### src/hdl/flags_pkg.sv
/*
 Constants, register map and carrier types for the serial status flag block.
 Assumes a Wishbone classic slave port and a receiver and transmitter on the same clock.
*/
//
// Contract
// - While tx room is set, accept at most 16 minus tx threshold more bytes.
// - Transmit fifo byte count appears in the upper field of the count register.
// - Framing error then space for one frame length sets the break flag.
// - Break flag clears only by writing 0 after reading 1, or reset.
// - During a break, zero characters are not stored; storing resumes at mark.
// - Framing fault flag shows the error tag of the receive fifo head byte.
// - Parity fault flag shows the error tag of the receive fifo head byte.
// - Rx fill flag sets while receive count is at or above the threshold.
// - DMA draining below threshold clears rx fill without a software write.
// - Receive fifo holds 16 bytes; reading it empty returns undefined data.
// - Receive fifo byte count appears in the lower field of the count register.
// - Idle data flag sets when count below threshold and 15 bit times idle.
// - DMA draining the receive fifo empty clears the idle data flag.
// - Idle timeout counts bit periods at the current baud rate.
// - Reset clears break, framing, parity, rx fill and idle data flags.
// - Rx threshold codes 0..3 select 1, 4, 8, 14 bytes; reset code 0.
// - Tx threshold codes 0..3 select 8, 4, 2, 1; room set at or below.
package flags_pkg;
   // ****************
   // Register map
   // ****************
   localparam logic [7:0] OFS_STAT = 8'h00;
   localparam logic [7:0] OFS_TXD = 8'h04;
   localparam logic [7:0] OFS_RXD = 8'h08;
   localparam logic [7:0] OFS_CNT = 8'h0c;
   localparam logic [7:0] OFS_CTRL = 8'h10;
   localparam int B_DR = 0;
   localparam int B_RDF = 1;
   localparam int B_PER = 2;
   localparam int B_FER = 3;
   localparam int B_BRK = 4;
   localparam int B_ROOM = 5;
   localparam int B_TTRG = 4;
   localparam int B_RTRG = 6;
   localparam int B_TXCNT = 8;
   // ****************
   // Sizes, thresholds and timing
   // ****************
   localparam logic [4:0] DEPTH = 5'h10;
   localparam logic [3:0][4:0] RX_THR = {5'h0e, 5'h08, 5'h04, 5'h01};
   localparam logic [3:0][4:0] TX_THR = {5'h01, 5'h02, 5'h04, 5'h08};
   localparam logic [3:0] IDLE_ETU = 4'hf;
   localparam logic [3:0] FRAME_ETU = 4'ha;
   localparam logic [1:0] RTRG_RST = 2'h0;
   localparam logic [1:0] TTRG_RST = 2'h0;
   typedef struct packed {
      logic framing_fault_flag;
      logic parity_fault_flag;
      logic [7:0] data;
   } rx_entry_t;
   typedef struct packed {
      logic ack;
      logic [31:0] dat;
      logic s1;
      logic s2;
      logic [15:0][7:0] txm;
      logic [3:0] tx_wp;
      logic [3:0] tx_rp;
      logic [4:0] tx_cnt;
      logic [4:0] tx_acc;
      logic room;
      logic tx_stb;
      logic [7:0] tx_dat;
      logic [15:0] rxm_unused;
      logic [3:0] rx_wp;
      logic [3:0] rx_rp;
      logic [4:0] rx_cnt;
      logic line_break_flag;
      logic brk_seen;
      logic rx_fill_flag;
      logic rdf_seen;
      logic dr;
      logic dr_seen;
      logic [3:0] idle;
      logic idle_run;
      logic arm;
      logic [3:0] bcnt;
      logic bact;
      logic [1:0] rtrg;
      logic [1:0] ttrg;
      logic dma_ack;
      logic [7:0] dma_dat;
   } state_t;
endpackage

### src/hdl/uart_fifo_status_flags.sv
/*
 Status flags, 16-byte transmit and receive fifos and Wishbone register slave.
 Assumes receiver and transmitter on clk_i give char and bit-period strobes.
*/
// The implementer's own choices: the placing of the registers and the Wishbone register port.
`timescale 1ns/10ps
module uart_fifo_status_flags (
   input wire logic clk_i,
   input wire logic rst_i,
   input wire logic wb_cyc_i,
   input wire logic wb_stb_i,
   input wire logic wb_we_i,
   input wire logic [7:0] wb_adr_i,
   input wire logic [3:0] wb_sel_i,
   input wire logic [31:0] wb_dat_i,
   output logic [31:0] wb_dat_o,
   output logic wb_ack_o,
   input wire logic rxd_i,
   input wire logic etu_tick_i,
   input wire logic rx_start_i,
   input wire logic rx_valid_i,
   input wire logic [7:0] rx_data_i,
   input wire logic rx_fer_i,
   input wire logic rx_per_i,
   input wire logic tx_take_i,
   output logic tx_stb_o,
   output logic [7:0] tx_data_o,
   input wire logic dma_rd_i,
   output logic dma_ack_o,
   output logic [7:0] dma_data_o
);
   flags_pkg::state_t r;
   flags_pkg::state_t n;
   flags_pkg::rx_entry_t rxm_r [16];
   flags_pkg::rx_entry_t head;
   logic [4:0] rxthr;
   logic [4:0] txthr;
   logic req;
   logic wr_stat;
   logic cpu_pop;
   logic dma_pop;
   logic push;
   logic tx_acc_ok;
   logic tx_push;
   logic tx_pop;
   logic fer_w;
   logic per_w;
   logic [15:0] stat_w;

   // ****************
   // Next state
   // ****************
   always_comb begin
      n = r;
      head = rxm_r[r.rx_rp];
      rxthr = flags_pkg::RX_THR[r.rtrg];
      txthr = flags_pkg::TX_THR[r.ttrg];
      fer_w = (r.rx_cnt != 5'h00) & head.framing_fault_flag;
      per_w = (r.rx_cnt != 5'h00) & head.parity_fault_flag;
      stat_w = {10'h000, r.room, r.line_break_flag, fer_w, per_w, r.rx_fill_flag, r.dr};
      n.s1 = rxd_i;
      n.s2 = r.s1;
      n.ack = wb_cyc_i & wb_stb_i & ~r.ack;
      req = n.ack;
      wr_stat = req & wb_we_i & wb_sel_i[0] & (wb_adr_i == flags_pkg::OFS_STAT);
      // Empty reads still answer with the stale head entry
      cpu_pop = req & ~wb_we_i & (wb_adr_i == flags_pkg::OFS_RXD)
         & (r.rx_cnt != 5'h00);
      n.dma_ack = dma_rd_i & ~r.dma_ack & ~cpu_pop;
      dma_pop = n.dma_ack & (r.rx_cnt != 5'h00);
      if (n.dma_ack) begin
         n.dma_dat = head.data;
      end
      // Zero characters inside a break never reach the fifo
      push = rx_valid_i & ~(r.bact & (rx_data_i == 8'h00))
         & (r.rx_cnt != flags_pkg::DEPTH);
      n.rx_cnt = r.rx_cnt + 5'(push) - 5'(cpu_pop | dma_pop);
      if (push) begin
         n.rx_wp = r.rx_wp + 4'h1;
      end
      if (cpu_pop | dma_pop) begin
         n.rx_rp = r.rx_rp + 4'h1;
      end
      // Transmit fifo with write limit while room is reported
      tx_acc_ok = ~r.room | (r.tx_acc < (flags_pkg::DEPTH - txthr));
      tx_push = req & wb_we_i & wb_sel_i[0] & (wb_adr_i == flags_pkg::OFS_TXD)
         & (r.tx_cnt != flags_pkg::DEPTH) & tx_acc_ok;
      tx_pop = tx_take_i & (r.tx_cnt != 5'h00);
      n.tx_stb = tx_pop;
      if (tx_pop) begin
         n.tx_dat = r.txm[r.tx_rp];
         n.tx_rp = r.tx_rp + 4'h1;
      end
      if (tx_push) begin
         n.txm[r.tx_wp] = wb_dat_i[7:0];
         n.tx_wp = r.tx_wp + 4'h1;
      end
      n.tx_cnt = r.tx_cnt + 5'(tx_push) - 5'(tx_pop);
      n.room = (n.tx_cnt <= txthr);
      if (n.room & ~r.room) begin
         n.tx_acc = 5'h00;
      end else if (tx_push & r.room) begin
         n.tx_acc = r.tx_acc + 5'h01;
      end
      // Register reads and control writes
      n.dat = 32'h0000_0000;
      if (req & ~wb_we_i) begin
         case (wb_adr_i)
            flags_pkg::OFS_STAT: n.dat = {16'h0000, stat_w};
            flags_pkg::OFS_RXD: n.dat = {24'h00_0000, head.data};
            flags_pkg::OFS_CNT: n.dat = {19'h0_0000, r.tx_cnt, 3'h0, r.rx_cnt};
            flags_pkg::OFS_CTRL: n.dat = {24'h00_0000, r.rtrg, r.ttrg, 4'h0};
            default: n.dat = 32'h0000_0000;
         endcase
         if (wb_adr_i == flags_pkg::OFS_STAT) begin
            n.brk_seen = r.brk_seen | r.line_break_flag;
            n.rdf_seen = r.rdf_seen | r.rx_fill_flag;
            n.dr_seen = r.dr_seen | r.dr;
         end
      end
      if (req & wb_we_i & wb_sel_i[0] & (wb_adr_i == flags_pkg::OFS_CTRL)) begin
         n.rtrg = wb_dat_i[flags_pkg::B_RTRG +: 2];
         n.ttrg = wb_dat_i[flags_pkg::B_TTRG +: 2];
      end
      // Break detection: counts bit periods of space after a framing error
      if (rx_valid_i & rx_fer_i) begin
         n.arm = 1'b1;
         n.bcnt = 4'h0;
      end else if (r.arm) begin
         if (r.s2) begin
            n.arm = 1'b0;
         end else if (etu_tick_i) begin
            n.bcnt = r.bcnt + 4'h1;
            if (r.bcnt == flags_pkg::FRAME_ETU - 4'h1) begin
               n.arm = 1'b0;
               n.bact = 1'b1;
            end
         end
      end
      if (r.bact & r.s2) begin
         n.bact = 1'b0;
      end
      // Clears first so that a coincident set wins
      if (wr_stat & ~wb_dat_i[flags_pkg::B_BRK] & r.brk_seen) begin
         n.line_break_flag = 1'b0;
         n.brk_seen = 1'b0;
      end
      if (n.bact & ~r.bact) begin
         n.line_break_flag = 1'b1;
         n.brk_seen = 1'b0;
      end
      if ((wr_stat & ~wb_dat_i[flags_pkg::B_RDF] & r.rdf_seen) | dma_pop) begin
         if (n.rx_cnt < rxthr) begin
            n.rx_fill_flag = 1'b0;
            n.rdf_seen = 1'b0;
         end
      end
      if ((n.rx_cnt >= rxthr) & ~r.rx_fill_flag) begin
         n.rx_fill_flag = 1'b1;
         n.rdf_seen = 1'b0;
      end
      // Idle timer in bit periods after the last stop bit
      if (rx_valid_i) begin
         n.idle = 4'h0;
         n.idle_run = 1'b1;
      end else if (rx_start_i) begin
         n.idle_run = 1'b0;
      end else if (r.idle_run & etu_tick_i) begin
         n.idle = r.idle + 4'h1;
         if (r.idle == flags_pkg::IDLE_ETU - 4'h1) begin
            n.idle_run = 1'b0;
         end
      end
      if ((wr_stat & ~wb_dat_i[flags_pkg::B_DR] & r.dr_seen) | dma_pop) begin
         if (n.rx_cnt == 5'h00) begin
            n.dr = 1'b0;
            n.dr_seen = 1'b0;
         end
      end
      if (r.idle_run & ~n.idle_run & ~rx_start_i & ~rx_valid_i
         & (n.rx_cnt < rxthr) & (n.rx_cnt != 5'h00)) begin
         n.dr = 1'b1;
         n.dr_seen = 1'b0;
      end
      n.rxm_unused = 16'h0000;
   end

   // ****************
   // State registers
   // ****************
   always_ff @(posedge clk_i) begin
      if (rst_i) begin
         r <= '0;
         r.room <= 1'b1;
         r.s1 <= 1'b1;
         r.s2 <= 1'b1;
         r.rtrg <= flags_pkg::RTRG_RST;
         r.ttrg <= flags_pkg::TTRG_RST;
      end else begin
         r <= n;
      end
   end

   // Entry array kept out of the reset path; tags ride with the data
   always_ff @(posedge clk_i) begin
      if (push) begin
         rxm_r[r.rx_wp] <= '{framing_fault_flag: rx_fer_i, parity_fault_flag: rx_per_i, data: rx_data_i};
      end
   end

   assign wb_dat_o = r.dat;
   assign wb_ack_o = r.ack;
   assign tx_stb_o = r.tx_stb;
   assign tx_data_o = r.tx_dat;
   assign dma_ack_o = r.dma_ack;
   assign dma_data_o = r.dma_dat;
endmodule // uart_fifo_status_flags
### config.mk
export PLATFORM = sky130hd
export DESIGN_NAME = uart_fifo_status_flags
export DESIGN_NICKNAME = d
export VERILOG_FILES = /design/src/hdl/flags_pkg.sv /design/src/hdl/uart_fifo_status_flags.sv
export SDC_FILE = /design/constraint.sdc
export NUM_CORES = 1
export LEC_CHECK = 0
export BUFFER_PORTS_ARGS = -buffer_cell sky130_fd_sc_hd__buf_2
export CAP_MARGIN = 20
export CORE_AREA = 8 8 243 245
export CTS_CLUSTER_SIZE = 40
export DETAILED_ROUTE_END_ITERATION = 12
export DIE_AREA = 0 0 251 253
export SETUP_SLACK_MARGIN = 0.05
export SLEW_MARGIN = 10
export SYNTH_ARGS = -nofsm -noshare
export SYNTH_HDL_FRONTEND = slang
export SYNTH_SLANG_ARGS = --single-unit
### constraint.sdc
create_clock -name clk_i -period 4.45 [get_ports clk_i]
set_clock_uncertainty 0.1 [all_clocks]
set_input_delay 0.445 -clock clk_i [delete_from_list [all_inputs] [get_ports clk_i]]
set_output_delay 0.445 -clock clk_i [all_outputs]
set_load 0.05 [all_outputs]
==> metrics.md <==
| Metric | Value |
|---|---|
| Buf/Inv on CP | `3` |
| Pwr/cell area | `490.8 nW/um^2` |
| Clock share of power | `36.3%` |
| Dominant cell type by area after synthesis | `edfxtp_1` |
| Placed instance area | `17260 um^2` |
| Critical path depth | `19` |
| Most used routing layer | `met2` |
| Die area | `63500 um^2` |
| Int Pwr | `6463 uW` |
| Synthesized area | `16390 um^2` |
| CTS max path bufs | `3` |
| Crit path from | `r[9]` |
| Final cell count without fillers | `2177` |
| Routability cong. | `0.7949` |
| DP Worst Slack | `0.01082 ns` |
| Core Box Area | `55520 um^2` |
| Mapped Avg Cell Area | `11.76 um^2` |
| CP max-delay cell | `fa_1` |
| Vias/cell | `4.842` |
| Layout net count | `1536` |
| Max rail drop VDD | `0.2616 mV` |
| Worst-Skew Late Latency | `0.57 ns` |
| Worst Hold Class | `primary input to flip-flop` |
| Vias | `10540` |
| Status | `complete, no violations` |
| Met2 Use GR | `21.67%` |
| Final Routed Wirelength | `41050 um` |
| Post-Synthesis Cells | `1394` |
| Sw Share | `29.38%` |
| Fin area | `18650 um^2` |
| DR pass1 iterations | `5` |
| Layout cell share with drive strength beyond 1 | `20.08%` |
| Leakage | `0.006377 uW` |
| DP Cell Count | `2097` |
| Main synth FF type | `dfxtp_1` |
| Required @ worst endpoint | `4.80 ns` |
| Setup TNS Final | `0 ns` |
| Max-cap violations | `0` |
| Fin. max-slew vios | `0` |
| Detailed placement HPWL | `27530 um` |
| GRT met3 Usage | `3.427%` |
| Critical Path Source Type | `flip-flop` |
| #FFs+latches synth | `379` |
| Rel. slew slack | `26.31%` |
| Worst Max-Slew Pin Slew | `1.101 ns` |
| R2R cell count | `19` |
| Root Buffer | `clkbuf_16` |
| Seq pwr share | `43.5%` |
| FFs w/ async S/R, synth | `0%` |
| Max Clk Rate | `237.3 MHz` |
| Worst setup EP type | `flip-flop` |
| R2r setup slk | `0.24 ns` |
| Synth cell count leaders | `nand2_1, dfxtp_1, edfxtp_1` |
| Worst path cell trace | `nand2b_4 -> ha_1 -> inv_1 -> ha_2 -> nor4bb_2 -> o21ai_2 -> a311oi_4 -> inv_1 -> ha_1 -> inv_1 -> ha_4 -> fa_1 -> ha_1 -> nor2b_1 -> o21a_1 -> o21ai_1 -> nand2b_1 -> a221oi_4 -> nor2_1` |
| Crit Reg-Reg Endpoint | `r[72]` |
| NetSw | `2688 uW` |
| Port Buffers | `69` |
| Initial DRC count | `724` |
| Count of different cell masters after synthesis | `63` |
| Final hold vios | `0` |
| Worst setup margin | `0.2364 ns` |
| Post-synth EDFFs | `160` |
| FP Rows | `87` |
| Top cells by area, synth | `edfxtp_1, dfxtp_1, mux4_2` |
| GRT Util Overall | `12.73%` |
| CTS sink cnt | `379` |
| Tot Pwr | `9152 uW` |
| Final period utilization | `94.69%` |
| Die Height | `253 um` |
| H-Tree Depth | `2` |
| Global route total overflow | `0` |
| Worst-path clk slew | `0.06 ns` |
| # IOs | `116` |
| Grt met1 use | `15.63%` |
| CP max FO | `5` |
| Arrival time of the worst setup path | `4.57 ns` |
| Most numerous cell in the Yosys netlist | `nand2_1` |
| Max incr delay on CP | `0.46 ns` |
| Clock buffers created by TritonCTS | `42` |
| CTS tree | `built` |
| Initial core utilization | `29.52%` |
| Layout area overhead | `13.77%` |
| Vias in the first global route | `10710` |
| Wirelength per Cell | `18.86 um` |
| Die Span X | `251 um` |
| Largest net degree at the start of global routing | `102` |
| Cell family with most CP delay | `adder cells` |
| Detail Route Antenna Nets | `0` |
| Crit path to | `r[72]` |
| First-pass GRT wire length | `63110 um` |
| Initial antenna violation count | `9` |
| YS warnings | `0` |
| Setup violation total in the final timing report | `0` |
| Crit Reg-Reg Startpoint | `r[9]` |
| Crit path time final | `4.214 ns` |
| Setup CP Type | `flip-flop to flip-flop` |
| Sequential fraction of the synthesis area | `56.07%` |
| Drt drc | `0` |
| Combinational share of power | `20.3%` |
| Top cell type's share of synthesized area | `29.32%` |
[registers in the layout, summed over array words and instances, names as in the netlist, named ones only]
name and flops:
n 1, tx_data_o 8, tx_stb_o 1, dma_ack_o 1, wb_ack_o 1, rxm_r 160
dma_data_o 8, r 182, wb_dat_o 13
[routing by layer]
| layer | vias up | share of wire, % |
|---|---|---|
| li1 | 4981 | - |
| met3 | 72 | 6.8 |
| met5 | - | 0.15 |
| met4 | 8 | 2.5 |
| met2 | 286 | 49 |
| met1 | 5193 | 42 |
[what timing repair did]
| action | in CTS | in global routing |
|---|---|---|
| endpoints found under the hold margin | 1 | 0 |
| endpoints found under the setup margin | 0 | 6 |
| resized for setup | 0 | 13 |
| hold buffers | 1 | 0 |
| setup buffers | 0 | 1 |
[power groups by stage]
stage,logic (uW),registers [uW],clock network (uW)
global placement,1770,4050,0
detailed placement,1790,4050,0
floorplan,1420,3910,0
finish,1860,3980,3320
global route,2080,4010,3550
CTS,1800,3980,3400
[cell usage in the layout (no fill, tap or decap), types with 14 or more instances in the layout]
| cell | n |
|---|---|
| conb_1 | 19 |
| mux2i_1 | 43 |
| ha_1 | 36 |
| nand3_1 | 14 |
| a21oi_1 | 125 |
| buf_4 | 42 |
| edfxtp_1 | 160 |
| mux4_2 | 85 |
| nor3_1 | 14 |
| nand2_1 | 234 |
| dfxtp_1 | 213 |
| xor2_1 | 18 |
| buf_2 | 68 |
| and3_1 | 26 |
| inv_1 | 35 |
| nor2_1 | 104 |
| clkbuf_16 | 42 |
[cell type report]
class / instances / area, um^2
Multi-Input combinational cell: 861 / 6432
Tap cell: 712 / 890.9
Antenna cell: 1 / 2.502
Inverter: 35 / 131.4
Sequential cell: 379 / 9196
Clock buffer: 59 / 1175
Timing Repair Buffer: 112 / 676.9
Fill cell: 5486 / 36870
Clock inverter: 18 / 141.4
[logic make-up (layout without fill, tap and decap cells)]
kind of cell / count (synthesis) / count (layout) / synth area share (%)
buf+inv: 172 / 224 / 5.489
fa+ha+maj: 40 / 40 / 3.145
mux: 132 / 132 / 14.58
flops: 379 / 379 / 56.07
xor+xnor: 29 / 29 / 1.550
compound gates: 175 / 175 / 6.184
other cells: 1 / 20 / 0.02288
simple gates: 466 / 466 / 12.96
[metrics by stage]
| step | hold slack (ns) | util [%] |
|---|---|---|
| 2_1_floorplan | 0.2895 | - |
| 3_3_place_gp | 0.2985 | 31.09 |
| 3_5_place_dp | 0.2996 | 31.09 |
| 4_1_cts | 0.05161 | 33.48 |
| 5_1_grt | 0.07063 | 33.58 |
| 6_report | 0.06993 | 33.59 |
[worst min-delay path by stage]
| stage | from | to | slack (ns) | cells past startpoint |
|---|---|---|---|---|
| after global routing | rx_valid_i | r[22] | 0.07 | 2 |
| after global placement | n[215] | r[215] | 0.30 | 1 |
| final | rx_valid_i | r[20] | 0.07 | 2 |
| after floorplan | n[215] | r[215] | 0.29 | 1 |
| after detailed placement | n[215] | r[215] | 0.30 | 1 |
| after CTS | rx_valid_i | r[20] | 0.05 | 2 |
(Power assumes the default switching activity.)
